--- src/core/bsa_params.svh ---
`ifndef BSA_PARAMS_SVH
`define BSA_PARAMS_SVH
// ==========================================================
// Host I/O port addresses.
`define BSA_A_PORTA 10'h3a0
`define BSA_A_PORTB 10'h3a1
`define BSA_A_CNT1 10'h3a5
`define BSA_A_CNT2 10'h3a6
`define BSA_A_TCW 10'h3a7
`define BSA_A_DATA 10'h3a8
`define BSA_A_CTRL 10'h3a9
// ==========================================================
// Command instruction bit positions.
`define BSA_CMD_HUNT 0
`define BSA_CMD_IRST 1
`define BSA_CMD_RTS 2
`define BSA_CMD_ERST 3
`define BSA_CMD_RXEN 5
`define BSA_CMD_DTR 6
`define BSA_CMD_TXEN 7
// ==========================================================
// Mode instruction bit positions.
`define BSA_MODE_EXT 6
`define BSA_MODE_SINGLE 7
// ==========================================================
// Peripheral port bits and timer control word fields.
`define BSA_PB_RESET 4
`define BSA_TCW_SC 7:6
`define BSA_TCW_RL 5:4
`define BSA_TCW_BCD 0
// ==========================================================
// Reset values.
`define BSA_RST_BYTE 8'h00
`define BSA_RST_CNT 16'h0000
`endif

--- src/core/bsa_pkg.sv ---
// ==========================================================
// Shared types of the serial adapter.
package bsa_pkg;
  // Control write sequencing, one-hot.
  typedef enum logic [3:0] {
    BSA_WAIT_MODE = 4'b0001,
    BSA_WAIT_SYN1 = 4'b0010,
    BSA_WAIT_SYN2 = 4'b0100,
    BSA_CMD = 4'b1000
  } bsa_ctl_state_t;
  // Timer read/load field codes.
  typedef enum logic [1:0] {
    BSA_RL_LATCH = 2'b00,
    BSA_RL_LSB = 2'b01,
    BSA_RL_MSB = 2'b10,
    BSA_RL_BOTH = 2'b11
  } bsa_rl_t;
endpackage

--- src/core/bsa_adapter.sv ---
// How it works
// - Sync detect pin resets as driven-low output.
// - Double sync: detect rises at last bit.
// - Status read clears sync detect flag.
// - Timers count at half system clock.
// - Counters 1,2 interrupt; readable port A.
// - Line marks until first character, CTS.
// - Bits shift out on transmit clock fall.
// - Transmit ready flag drives level-4 interrupt.
// - Idle transmitter inserts sync fill characters.
// - Empty flag holds during fill, data clears.
// - Enter hunt; sample on receive clock rise.
// - Hunt matches first then second sync.
// - Assembled byte sets receive ready, level-3.
// - Unread byte overwritten, overrun flag set.
// - Error reset command clears error flags.
// - Control word selects counter and load.
// - Lowest control bit picks binary or decimal.
// - Mode, then sync chars, then commands.
// - Internal reset bit returns to mode.
// - Control address read returns status word.
`include "bsa_params.svh"
module bsa_adapter (
  // Clock and synchronous reset.
  input wire logic sys_clk_i,
  input wire logic resetn_i,
  // Host I/O port access, one-cycle strobes.
  input wire logic [9:0] io_addr_i,
  input wire logic io_wr_i,
  input wire logic io_rd_i,
  input wire logic [7:0] io_wdata_i,
  output logic [7:0] io_rdata_o,
  // Modem line pins.
  input wire logic tx_bit_clock_i,
  input wire logic rx_bit_clock_i,
  input wire logic rxd_i,
  input wire logic cts_n_i,
  input wire logic dsr_n_i,
  output logic txd_o,
  output logic dtr_n_o,
  output logic rts_n_o,
  // Two-way sync detect pin.
  input wire logic sync_detect_i,
  output logic sync_detect_o,
  output logic sync_detect_oe_o,
  // Interrupt lines.
  output logic tx_ready_flag_o,
  output logic rx_ready_flag_o,
  output logic irq4_o,
  output logic irq3_o
);
  // ========================================================
  // Pin synchronisers.
  logic [5:0] pin_s1_q; // First stage, read only by the second.
  logic [5:0] pin_s2_q; // Usable pin levels.
  logic [1:0] clk_s3_q; // Delayed bit clocks for edge detection.
  wire [5:0] pins = {sync_detect_i, dsr_n_i, cts_n_i, rxd_i,
                     rx_bit_clock_i, tx_bit_clock_i};
  wire tx_fall = clk_s3_q[0] & ~pin_s2_q[0];
  wire rx_rise = ~clk_s3_q[1] & pin_s2_q[1];
  wire rxd_s = pin_s2_q[2];
  wire cts_on = ~pin_s2_q[3];
  // Two flops per pin keep metastability out of the logic.
  always_ff @(posedge sys_clk_i)
  begin
    pin_s1_q <= pins;
    pin_s2_q <= pin_s1_q;
    clk_s3_q <= pin_s2_q[1:0];
  end
  // ========================================================
  // Address decode.
  wire wr_data = io_wr_i & (io_addr_i == `BSA_A_DATA);
  wire wr_ctl = io_wr_i & (io_addr_i == `BSA_A_CTRL);
  wire rd_data = io_rd_i & (io_addr_i == `BSA_A_DATA);
  wire rd_stat = io_rd_i & (io_addr_i == `BSA_A_CTRL);
  wire wr_pb = io_wr_i & (io_addr_i == `BSA_A_PORTB);
  wire wr_tcw = io_wr_i & (io_addr_i == `BSA_A_TCW);
  wire [1:0] hit_cnt = {io_addr_i == `BSA_A_CNT2,
                        io_addr_i == `BSA_A_CNT1};
  // ========================================================
  // Port B latch; bit 4 holds the serial core in reset.
  logic [7:0] portb_q;
  always_ff @(posedge sys_clk_i)
  begin
    if (!resetn_i)
      portb_q <= `BSA_RST_BYTE;
    else if (wr_pb)
      portb_q <= io_wdata_i;
  end
  wire mres = ~resetn_i | portb_q[`BSA_PB_RESET];
  // ========================================================
  // Control write sequencing: mode, sync chars, commands.
  bsa_pkg::bsa_ctl_state_t state_q;
  logic [7:0] mode_q, sync1_q, sync2_q, cmd_q;
  wire in_cmd = (state_q == bsa_pkg::BSA_CMD);
  wire irst = wr_ctl & in_cmd & io_wdata_i[`BSA_CMD_IRST];
  wire err_rst = wr_ctl & in_cmd & io_wdata_i[`BSA_CMD_ERST];
  wire hunt_cmd = wr_ctl & in_cmd & io_wdata_i[`BSA_CMD_HUNT];
  wire ures = mres | irst;
  wire single = mode_q[`BSA_MODE_SINGLE];
  // Each control write lands according to the sequence state.
  always_ff @(posedge sys_clk_i)
  begin
    if (mres)
    begin
      state_q <= bsa_pkg::BSA_WAIT_MODE;
      mode_q <= `BSA_RST_BYTE;
      sync1_q <= `BSA_RST_BYTE;
      sync2_q <= `BSA_RST_BYTE;
      cmd_q <= `BSA_RST_BYTE;
    end
    else if (wr_ctl)
      case (state_q)
        bsa_pkg::BSA_WAIT_MODE:
        begin
          mode_q <= io_wdata_i;
          state_q <= bsa_pkg::BSA_WAIT_SYN1;
        end
        bsa_pkg::BSA_WAIT_SYN1:
        begin
          sync1_q <= io_wdata_i;
          state_q <= single ? bsa_pkg::BSA_CMD : bsa_pkg::BSA_WAIT_SYN2;
        end
        bsa_pkg::BSA_WAIT_SYN2:
        begin
          sync2_q <= io_wdata_i;
          state_q <= bsa_pkg::BSA_CMD;
        end
        bsa_pkg::BSA_CMD:
        begin
          // Internal reset drops back to expecting a mode byte.
          state_q <= irst ? bsa_pkg::BSA_WAIT_MODE : state_q;
          cmd_q <= irst ? `BSA_RST_BYTE : io_wdata_i;
        end
        default: state_q <= bsa_pkg::BSA_WAIT_MODE;
      endcase
  end
  assign dtr_n_o = ~cmd_q[`BSA_CMD_DTR];
  assign rts_n_o = ~cmd_q[`BSA_CMD_RTS];
  // ========================================================
  // Transmitter with sync fill.
  logic [7:0] tx_hold_q, tx_sh_q;
  logic [2:0] tx_cnt_q;
  logic tx_full_q, tx_run_q, tx_empty_q, txd_q, fill_alt_q;
  wire tx_go = cmd_q[`BSA_CMD_TXEN] & cts_on;
  wire bound = tx_fall & (tx_cnt_q == 3'h0);
  wire tx_take = bound & tx_full_q & (tx_run_q | tx_go);
  wire tx_fill = bound & ~tx_full_q & tx_run_q & tx_go;
  wire [7:0] fill_ch = (fill_alt_q & ~single) ? sync2_q : sync1_q;
  // Holding register; a write wins over the shifter taking it.
  always_ff @(posedge sys_clk_i)
  begin
    if (ures)
      tx_full_q <= 1'b0;
    else if (wr_data)
      tx_full_q <= 1'b1;
    else if (tx_take)
      tx_full_q <= 1'b0;
    if (wr_data)
      tx_hold_q <= io_wdata_i;
  end
  // Shifter; one bit per falling transmit clock, LSB first.
  always_ff @(posedge sys_clk_i)
  begin
    if (ures)
    begin
      tx_run_q <= 1'b0;
      txd_q <= 1'b1; // Mark level until the first character.
      tx_cnt_q <= 3'h0;
      tx_sh_q <= `BSA_RST_BYTE;
      fill_alt_q <= 1'b0;
    end
    else if (tx_take | tx_fill)
    begin
      tx_run_q <= 1'b1;
      txd_q <= tx_take ? tx_hold_q[0] : fill_ch[0];
      tx_sh_q <= {1'b0, (tx_take ? tx_hold_q[7:1] : fill_ch[7:1])};
      tx_cnt_q <= 3'h7;
      fill_alt_q <= tx_fill & ~fill_alt_q;
    end
    else if (bound)
    begin
      // Nothing left and transmitter off: return to mark.
      tx_run_q <= 1'b0;
      txd_q <= 1'b1;
    end
    else if (tx_fall)
    begin
      txd_q <= tx_sh_q[0];
      tx_sh_q <= {1'b0, tx_sh_q[7:1]};
      tx_cnt_q <= tx_cnt_q - 3'h1;
    end
  end
  // Empty flag: raised by fill, lowered only by a data write.
  always_ff @(posedge sys_clk_i)
  begin
    if (ures)
      tx_empty_q <= 1'b1;
    else if (tx_fill)
      tx_empty_q <= 1'b1;
    else if (wr_data)
      tx_empty_q <= 1'b0;
  end
  assign txd_o = txd_q;
  assign tx_ready_flag_o = ~tx_full_q & tx_go;
  // ========================================================
  // Receiver: hunt, bisync alignment, assembly.
  logic [7:0] rx_sh_q, rx_buf_q;
  logic [2:0] rx_cnt_q;
  logic hunt_q, second_q, rx_rdy_q, overrun_q, sync_detect_q;
  wire [7:0] rx_next = {rxd_s, rx_sh_q[7:1]};
  wire m1 = (rx_next == sync1_q);
  wire last = (rx_cnt_q == 3'h7);
  wire sync_hit = rx_rise & hunt_q & (second_q ?
                  (last & (rx_next == sync2_q)) : (m1 & single));
  wire rx_done = rx_rise & ~hunt_q & last;
  wire rx_en = cmd_q[`BSA_CMD_RXEN];
  // Bit-level hunt then byte framing on rising receive clock.
  always_ff @(posedge sys_clk_i)
  begin
    if (ures | hunt_cmd)
    begin
      hunt_q <= 1'b1;
      second_q <= 1'b0;
      rx_cnt_q <= 3'h0;
    end
    else if (rx_rise)
    begin
      rx_cnt_q <= rx_cnt_q + 3'h1;
      if (sync_hit)
      begin
        hunt_q <= 1'b0;
        second_q <= 1'b0;
        rx_cnt_q <= 3'h0;
      end
      else if (hunt_q & ~second_q)
      begin
        second_q <= m1;
        rx_cnt_q <= 3'h0;
      end
      else if (hunt_q & last)
        second_q <= 1'b0; // Second char missed: hunt again.
    end
    if (mres)
      rx_sh_q <= `BSA_RST_BYTE;
    else if (rx_rise)
      rx_sh_q <= rx_next;
    if (rx_done)
      rx_buf_q <= rx_next;
  end
  // Receive flags; hardware set wins over host clear.
  always_ff @(posedge sys_clk_i)
  begin
    if (ures | ~rx_en)
      rx_rdy_q <= 1'b0;
    else if (rx_done)
      rx_rdy_q <= 1'b1;
    else if (rd_data)
      rx_rdy_q <= 1'b0;
    if (ures)
      overrun_q <= 1'b0;
    else if (rx_done & rx_rdy_q & ~rd_data)
      overrun_q <= 1'b1;
    else if (err_rst)
      overrun_q <= 1'b0;
    if (ures)
      sync_detect_q <= 1'b0;
    else if (sync_hit)
      sync_detect_q <= 1'b1;
    else if (rd_stat)
      sync_detect_q <= 1'b0;
  end
  assign rx_ready_flag_o = rx_rdy_q;
  assign irq3_o = rx_rdy_q;
  // Pin is an input only in external sync mode.
  assign sync_detect_oe_o = ~mode_q[`BSA_MODE_EXT];
  assign sync_detect_o = sync_detect_q & sync_detect_oe_o;
  // ========================================================
  // Inactivity timers, counters 1 and 2 in mode 0.
  logic tick_q; // Half-rate count tick.
  logic [15:0] cnt_q [2];
  logic [15:0] lat_q [2];
  logic [7:0] lsb_q [2];
  logic [1:0] rl_q [2];
  logic [1:0] bcd_q, run_q, out_q, wptr_q, rptr_q, latd_q;
  wire [1:0] sc = io_wdata_i[`BSA_TCW_SC];
  wire [1:0] rlw = io_wdata_i[`BSA_TCW_RL];
  // Decrement by one in binary or four-decade decimal.
  function automatic logic [15:0] bsa_dec(input logic [15:0] v,
                                          input logic bcd);
    logic [15:0] r;
    logic br;
    r = v - 16'h0001;
    br = 1'b1;
    if (bcd)
      for (int k = 0; k < 4; k++)
      begin
        r[4*k +: 4] = !br ? v[4*k +: 4] :
                      (v[4*k +: 4] == 4'h0) ? 4'h9 : v[4*k +: 4] - 4'h1;
        br = br & (v[4*k +: 4] == 4'h0);
      end
    return r;
  endfunction
  // Divide the system clock by two.
  always_ff @(posedge sys_clk_i)
  begin
    tick_q <= !resetn_i ? 1'b0 : ~tick_q;
  end
  // Control word, loads, latches and counting per counter.
  always_ff @(posedge sys_clk_i)
  begin
    for (int i = 0; i < 2; i++)
    begin
      if (!resetn_i)
      begin
        cnt_q[i] <= `BSA_RST_CNT;
        lat_q[i] <= `BSA_RST_CNT;
        lsb_q[i] <= `BSA_RST_BYTE;
        rl_q[i] <= bsa_pkg::BSA_RL_BOTH;
        {bcd_q[i], run_q[i], out_q[i]} <= 3'b000;
        {wptr_q[i], rptr_q[i], latd_q[i]} <= 3'b000;
      end
      else if (wr_tcw & (sc == 2'(i + 1)) & (rlw == 2'b00))
      begin
        lat_q[i] <= cnt_q[i];
        latd_q[i] <= 1'b1;
      end
      else if (wr_tcw & (sc == 2'(i + 1)))
      begin
        rl_q[i] <= rlw;
        bcd_q[i] <= io_wdata_i[`BSA_TCW_BCD];
        {run_q[i], out_q[i], wptr_q[i], rptr_q[i]} <= 4'h0;
      end
      else if (io_wr_i & hit_cnt[i])
      begin
        case (rl_q[i])
          bsa_pkg::BSA_RL_LSB: cnt_q[i] <= {8'h00, io_wdata_i};
          bsa_pkg::BSA_RL_MSB: cnt_q[i] <= {io_wdata_i, 8'h00};
          default: cnt_q[i] <= {io_wdata_i, lsb_q[i]};
        endcase
        lsb_q[i] <= io_wdata_i;
        wptr_q[i] <= (rl_q[i] == 2'b11) & ~wptr_q[i];
        run_q[i] <= (rl_q[i] != 2'b11) | wptr_q[i];
        out_q[i] <= 1'b0;
      end
      else
      begin
        if (run_q[i] & tick_q)
        begin
          cnt_q[i] <= bsa_dec(cnt_q[i], bcd_q[i]);
          out_q[i] <= out_q[i] | (cnt_q[i] == 16'h0001);
        end
        if (io_rd_i & hit_cnt[i])
        begin
          rptr_q[i] <= (rl_q[i] == 2'b11) & ~rptr_q[i];
          latd_q[i] <= latd_q[i] & (rl_q[i] == 2'b11) & ~rptr_q[i];
        end
      end
    end
  end
  assign irq4_o = tx_ready_flag_o | out_q[0] | out_q[1];
  // ========================================================
  // Read data path.
  wire cs = hit_cnt[1];
  wire [15:0] cval = latd_q[cs] ? lat_q[cs] : cnt_q[cs];
  wire hi_b = (rl_q[cs] == 2'b10) | ((rl_q[cs] == 2'b11) & rptr_q[cs]);
  wire syn_bit = mode_q[`BSA_MODE_EXT] ? pin_s2_q[5] : sync_detect_q;
  wire [7:0] stat = {~pin_s2_q[4], syn_bit, 1'b0, overrun_q, 1'b0,
                     tx_empty_q, rx_rdy_q, ~tx_full_q};
  wire [7:0] rd_val =
    rd_stat ? stat :
    rd_data ? rx_buf_q :
    (io_addr_i == `BSA_A_PORTA) ? {out_q[0], out_q[1], 6'h00} :
    (io_addr_i == `BSA_A_PORTB) ? portb_q :
    (|hit_cnt) ? (hi_b ? cval[15:8] : cval[7:0]) : 8'h00;
  // Read data registers one cycle after the strobe.
  always_ff @(posedge sys_clk_i)
  begin
    if (!resetn_i)
      io_rdata_o <= `BSA_RST_BYTE;
    else if (io_rd_i)
      io_rdata_o <= rd_val;
  end
  // ========================================================
  // Assertions.
  property p_syn_reset;
    @(posedge sys_clk_i) disable iff (!resetn_i)
    !$past(resetn_i) |-> sync_detect_oe_o && !sync_detect_o;
  endproperty
  a_syn_reset: assert property (p_syn_reset)
    else $error("sync detect pin not low output after reset");
  property p_syn_clear;
    @(posedge sys_clk_i) disable iff (!resetn_i)
    rd_stat && !sync_hit |=> !sync_detect_q;
  endproperty
  a_syn_clear: assert property (p_syn_clear)
    else $error("status read did not clear sync detect");
  property p_hit;
    @(posedge sys_clk_i) disable iff (mres)
    sync_hit && !hunt_cmd && !irst |=> sync_detect_q && !hunt_q;
  endproperty
  a_hit: assert property (p_hit)
    else $error("sync match did not end hunt");
  property p_tick;
    @(posedge sys_clk_i) disable iff (!resetn_i)
    tick_q |=> !tick_q ##1 tick_q;
  endproperty
  a_tick: assert property (p_tick)
    else $error("timer tick not at half rate");
  property p_txd_edge;
    @(posedge sys_clk_i) disable iff (mres)
    $changed(txd_o) |-> $past(tx_fall) || $past(ures);
  endproperty
  a_txd_edge: assert property (p_txd_edge)
    else $error("serial output changed off a clock fall");
  property p_mark;
    @(posedge sys_clk_i) disable iff (mres)
    !tx_run_q |-> txd_o;
  endproperty
  a_mark: assert property (p_mark)
    else $error("serial output not marking while idle");
  property p_empty;
    @(posedge sys_clk_i) disable iff (mres)
    tx_empty_q && !wr_data && !irst |=> tx_empty_q;
  endproperty
  a_empty: assert property (p_empty)
    else $error("empty flag dropped without a data write");
  property p_ovr;
    @(posedge sys_clk_i) disable iff (mres)
    rx_done && rx_rdy_q && rx_en && !rd_data && !irst
      |=> overrun_q && rx_rdy_q;
  endproperty
  a_ovr: assert property (p_ovr)
    else $error("overrun not flagged");
  property p_err;
    @(posedge sys_clk_i) disable iff (mres)
    err_rst && !rx_done |=> !overrun_q;
  endproperty
  a_err: assert property (p_err)
    else $error("error reset left overrun set");
  property p_irst;
    @(posedge sys_clk_i) disable iff (mres)
    irst |=> state_q == bsa_pkg::BSA_WAIT_MODE && cmd_q == 8'h00;
  endproperty
  a_irst: assert property (p_irst)
    else $error("internal reset did not return to mode");
  property p_porta;
    @(posedge sys_clk_i) disable iff (!resetn_i)
    io_rd_i && io_addr_i == `BSA_A_PORTA
      |=> io_rdata_o[7:6] == {$past(out_q[0]), $past(out_q[1])};
  endproperty
  a_porta: assert property (p_porta)
    else $error("timer outputs not on port A");
  property p_rx_ready_flag;
    @(posedge sys_clk_i) disable iff (mres)
    rx_done && rx_en && !irst |=> irq3_o && rx_ready_flag_o;
  endproperty
  a_rx_ready_flag: assert property (p_rx_ready_flag)
    else $error("receive ready not raised");
endmodule

--- config.mk ---
export PLATFORM = sky130hd
export DESIGN_NAME = bsa_adapter
export DESIGN_NICKNAME = d
export VERILOG_FILES = /design/src/core/bsa_pkg.sv /design/src/core/bsa_adapter.sv
export VERILOG_INCLUDE_DIRS = /design/src /design/src/core
export SDC_FILE = /design/constraint.sdc
export NUM_CORES = 1
export LEC_CHECK = 0
export ABC_CLOCK_PERIOD_IN_PS = 5230
export BUFFER_PORTS_ARGS = -buffer_cell sky130_fd_sc_hd__buf_2
export CAP_MARGIN = 10
export CORE_UTILIZATION = 35
export CTS_CLUSTER_DIAMETER = 150
export CTS_CLUSTER_SIZE = 16
export DETAILED_ROUTE_END_ITERATION = 10
export SYNTH_ARGS = -nofsm -noshare
export SYNTH_HDL_FRONTEND = slang
export SYNTH_SLANG_ARGS = --single-unit
--- constraint.sdc ---
create_clock -name sys_clk_i -period 5.23 [get_ports sys_clk_i]
set_input_delay 0.7845 -clock sys_clk_i [delete_from_list [all_inputs] [get_ports sys_clk_i]]
set_output_delay 0.7845 -clock sys_clk_i [all_outputs]
set_load 0.005 [all_outputs]
==> run_results.csv <==
group,metric,value,unit
outcome,outcome,"finished clean",
power_and_ir_drop,internal-power,0.002395,W
synth,synth-warning-count,0,
flow_run,maxCapViolCount,0,
die,start_util,35.70,%
route,via_count,7799,
synth,yosysSeqAreaShare,48.52,%
clocking,clkTransAtPathRegs,80,ps
timing,final.setup.tns,0,ps
synth,async_reset_ff_share,0,%
timing,fin_skew,13.36,ps
timing,hold_slack,331.4,ps
placement,place_inst,1367,
worst_setup_path,r2r-start,"cnt_q[1][0]",
synth,synth_edf_count,100,
clocking,clock_sinks,199,
power_and_ir_drop,power.leakage,4.303,nW
placement,gp_congestion,0.9317,
worst_setup_path,start_kind,"primary input",
clocking,cts_setup_buffers,0,
route,drc,0,
power_and_ir_drop,power_frac_seq,52.0,%
layout,fin_cells,1400,
power_and_ir_drop,combPwrFrac,6.1,%
global_route,antenna_found_initial,0,
timing,worstMarginPinSlew,1074,ps
route,wl_met2,13160,um
timing,fmax,314.4,MHz
timing,maxSlewHeadroom,27.83,%
layout,fill_cells,2795,
timing,maxSlewViolCount,0,
clocking,numCtsBuffers,17,
worst_setup_path,required,5320,ps
placement,dp_hpwl,19680,um
timing,finalCriticalPeriod,3181,ps
layout,drive_above_1_share,12.71,%
route,detail-route-antenna-nets,0,
synth,synth_flop_cell,"edfxtp_1",
worst_hold_path,min_from,"pin_s1_q[2]",
clocking,cts_tree,"done",
power_and_ir_drop,swShare,26.69,%
power_and_ir_drop,cellPowerDensity,287.9,nW/um^2
synth,synthDistinctLibCells,81,
clocking,cts_root_buf,"clkbuf_16",
worst_setup_path,crit_type,"primary input to flop",
timing,fin_crit_sh,60.82,%
placement,port_buffers,44,
clocking,cts-resized-gates,0,
worst_setup_path,critPathArrivalTime,3270,ps
worst_setup_path,cp_max_fo,12,
synth,syn-num-nets,1042,
clocking,htreeDepth,4,
layout,syn_to_final_growth,10.45,%
die,die_h,173.3,um
route,viasPerCell,5.571,
global_route,overflow,0,
clocking,cts_buffer_depth,2,
timing,rsz0062_at_grt,"false",
timing,setup_violations,0,
power_and_ir_drop,ir_drop,0.2019,mV
die,dieArea,30040,sq um
global_route,grt_pass1_vias,7432,
power_and_ir_drop,net-switching-power,0.0008721,W
route,drt_iter0_markers,665,
global_route,track_usage,18.94,%
worst_setup_path,end_kind,"flop",
worst_hold_path,hold_class,"flop to flop",
global_route,grt_max_degree,31,
synth,ys_seq_elements,199,
die,core,28780,sq um
layout,nNetsFinal,1046,
die,ios,45,
route,drt_first_pass_iters,6,
worst_setup_path,crit_start,"io_addr_i[6]",
route,dr_wl_met3,1361,um
power_and_ir_drop,p_clk_share,41.9,%
route,drt-total-wl,27930,um
synth,avgSynthCellArea,10.29,sq um
synth,syn_inst,998,
global_route,grt_pass1_wl,43650,um
synth,synth_area,10270,sq um
clocking,hold_buffers,0,
die,placementRows,62,
timing,finalHoldViolCount,0,
route,met1_length,12690,um
route,wire_per_inst,19.95,um
clocking,clock_insertion_delay_worst_skew,450,ps
route,highest_layer,"met4",
die,die_x,173.3,um
-- kinds of logic after synthesis --
group / count (synthesis) / share of synthesized area (%)
xor gates and xnor gates: 32 / 2.728
muxes: 73 / 8.659
and+or+nand+nor: 351 / 18.89
buffers and inverters: 94 / 4.043
DFF: 199 / 48.52
AOI/OAI and AO/OA: 233 / 15.21
adders and majority gates: 16 / 1.949
-- layout make-up --
class / count / area (sq um) / area share [%]
clock inverters: 15 / 188.9 / 1.665
repair buffers: 52 / 280.3 / 2.470
diodes: 1 / 2.502 / 0.02205
clock buffers: 17 / 425.4 / 3.749
inverters: 27 / 101.3 / 0.8932
flip-flops and latches: 199 / 4985 / 43.93
well taps: 384 / 480.5 / 4.234
multi-input cells: 705 / 4883 / 43.04
-- sequential cells by signal, summed over array words and instances (netlist names), 4 cells and up --
name,flops
cnt_q,32
lat_q,32
lsb_q,16
io_rdata_o,8
portb_q,8
rx_buf_q,8
sync1_q,8
sync2_q,8
tx_hold_q,8
rx_sh_q,7
tx_sh_q,7
pin_s1_q,6
pin_s2_q,6
cmd_q,4
rl_q,4
state_q,4
-- cells in the mapped netlist, drive strengths merged (3+ instances only) --
master / instances / area, sq um
and3: 23 / 143.9
mux2i: 54 / 540.5
nand2: 88 / 330.3
and2: 37 / 231.5
o22ai: 5 / 31.28
or3: 6 / 37.54
a21oi: 71 / 359.1
a22o: 16 / 140.1
edfxtp: 100 / 3003
xnor2: 21 / 183.9
nor2: 72 / 285.3
nand3b: 7 / 52.55
a32o: 3 / 30.03
nand3: 33 / 170.2
o21a: 3 / 22.52
nor2b: 11 / 68.82
a22oi: 10 / 75.07
mux2: 7 / 78.83
ha: 16 / 200.2
buf: 27 / 162.7
nand4b: 3 / 41.29
o211ai: 23 / 172.7
o31ai: 8 / 60.06
and4b: 3 / 30.03
nor3b: 12 / 90.09
a21o: 7 / 52.55
mux4: 12 / 270.3
nand2b: 13 / 81.33
nor3: 13 / 75.07
clkbuf: 40 / 151.4
a32oi: 5 / 43.79
xor2: 11 / 96.34
nand4: 7 / 65.06
dfxtp: 99 / 1982
o221ai: 9 / 78.83
inv: 27 / 101.4
a211o: 7 / 61.31
a31oi: 5 / 31.28
o21ai: 39 / 206.5
nor4: 11 / 126.4
-- critical path: stages --
cell and delay, ps:
buf_2 100, nand4bb_1 490, nor4_2 1070, a21oi_2 330
a2bb2oi_1 490
-- metrics by stage --
step | utilization (%) | power [W] | setup WS (ps) | instance area (sq um)
6_report | 39.43 | 0.003267 | 2049 | 11350
5_1_grt | 39.42 | 0.003371 | 1866 | 11340
4_1_cts | 39.42 | 0.003288 | 2061 | 11340
3_5_place_dp | 37.28 | 0.001933 | 1590 | 10730
3_3_place_gp | 37.28 | 0.001930 | 1796 | 10730
2_1_floorplan | - | 0.001851 | 1974 | 10270
-- path summary, 6_finish.rpt --
path              slack [ps]           to  depth (start not counted)
setup reg to reg        2610  cnt_q[1][6]                          7
setup / recovery        2050  cnt_q[1][7]                          5
hold / removal           330  pin_s2_q[2]                          0
hold reg to reg          330  pin_s2_q[2]                          0
-- cell usage in the layout, fill, tap and decap left out, types with 8 or more instances in the layout --
| cell | instances |
|---|---|
| edfxtp_1 | 100 |
| dfxtp_1 | 99 |
| nand2_1 | 88 |
| nor2_1 | 70 |
| a21oi_1 | 70 |
| mux2i_1 | 54 |
| buf_2 | 44 |
| and2_1 | 37 |
| o21ai_0 | 35 |
| nand3_1 | 32 |
| inv_1 | 27 |
| and3_1 | 23 |
| o211ai_1 | 23 |
| xnor2_1 | 21 |
| clkbuf_16 | 17 |
| a22o_1 | 16 |
| ha_1 | 16 |
| nand2b_1 | 13 |
| nor3b_1 | 12 |
| mux4_2 | 12 |
| nor2b_1 | 11 |
| nor3_1 | 11 |
| xor2_1 | 11 |
| a22oi_1 | 10 |
| o221ai_1 | 9 |
| buf_4 | 8 |
-- layer usage --
metal	vias up	GRT usage, %
met3	36	3.136
met2	229	30.64
met5	-	0
met4	0	6.342
met1	3841	25.67
li1	3693	-
-- power by group through the flow --
stage | clock network [W] | registers, W | logic, W
global route | 0.00145 | 0.00170 | 0.000217
global placement | 0 | 0.00173 | 0.000195
CTS | 0.00139 | 0.00170 | 0.000198
floorplan | 0 | 0.00172 | 0.000133
finish | 0.00137 | 0.00170 | 0.000200
detailed placement | 0 | 0.00174 | 0.000197
Note: power is estimated with default switching activity, not from simulation.
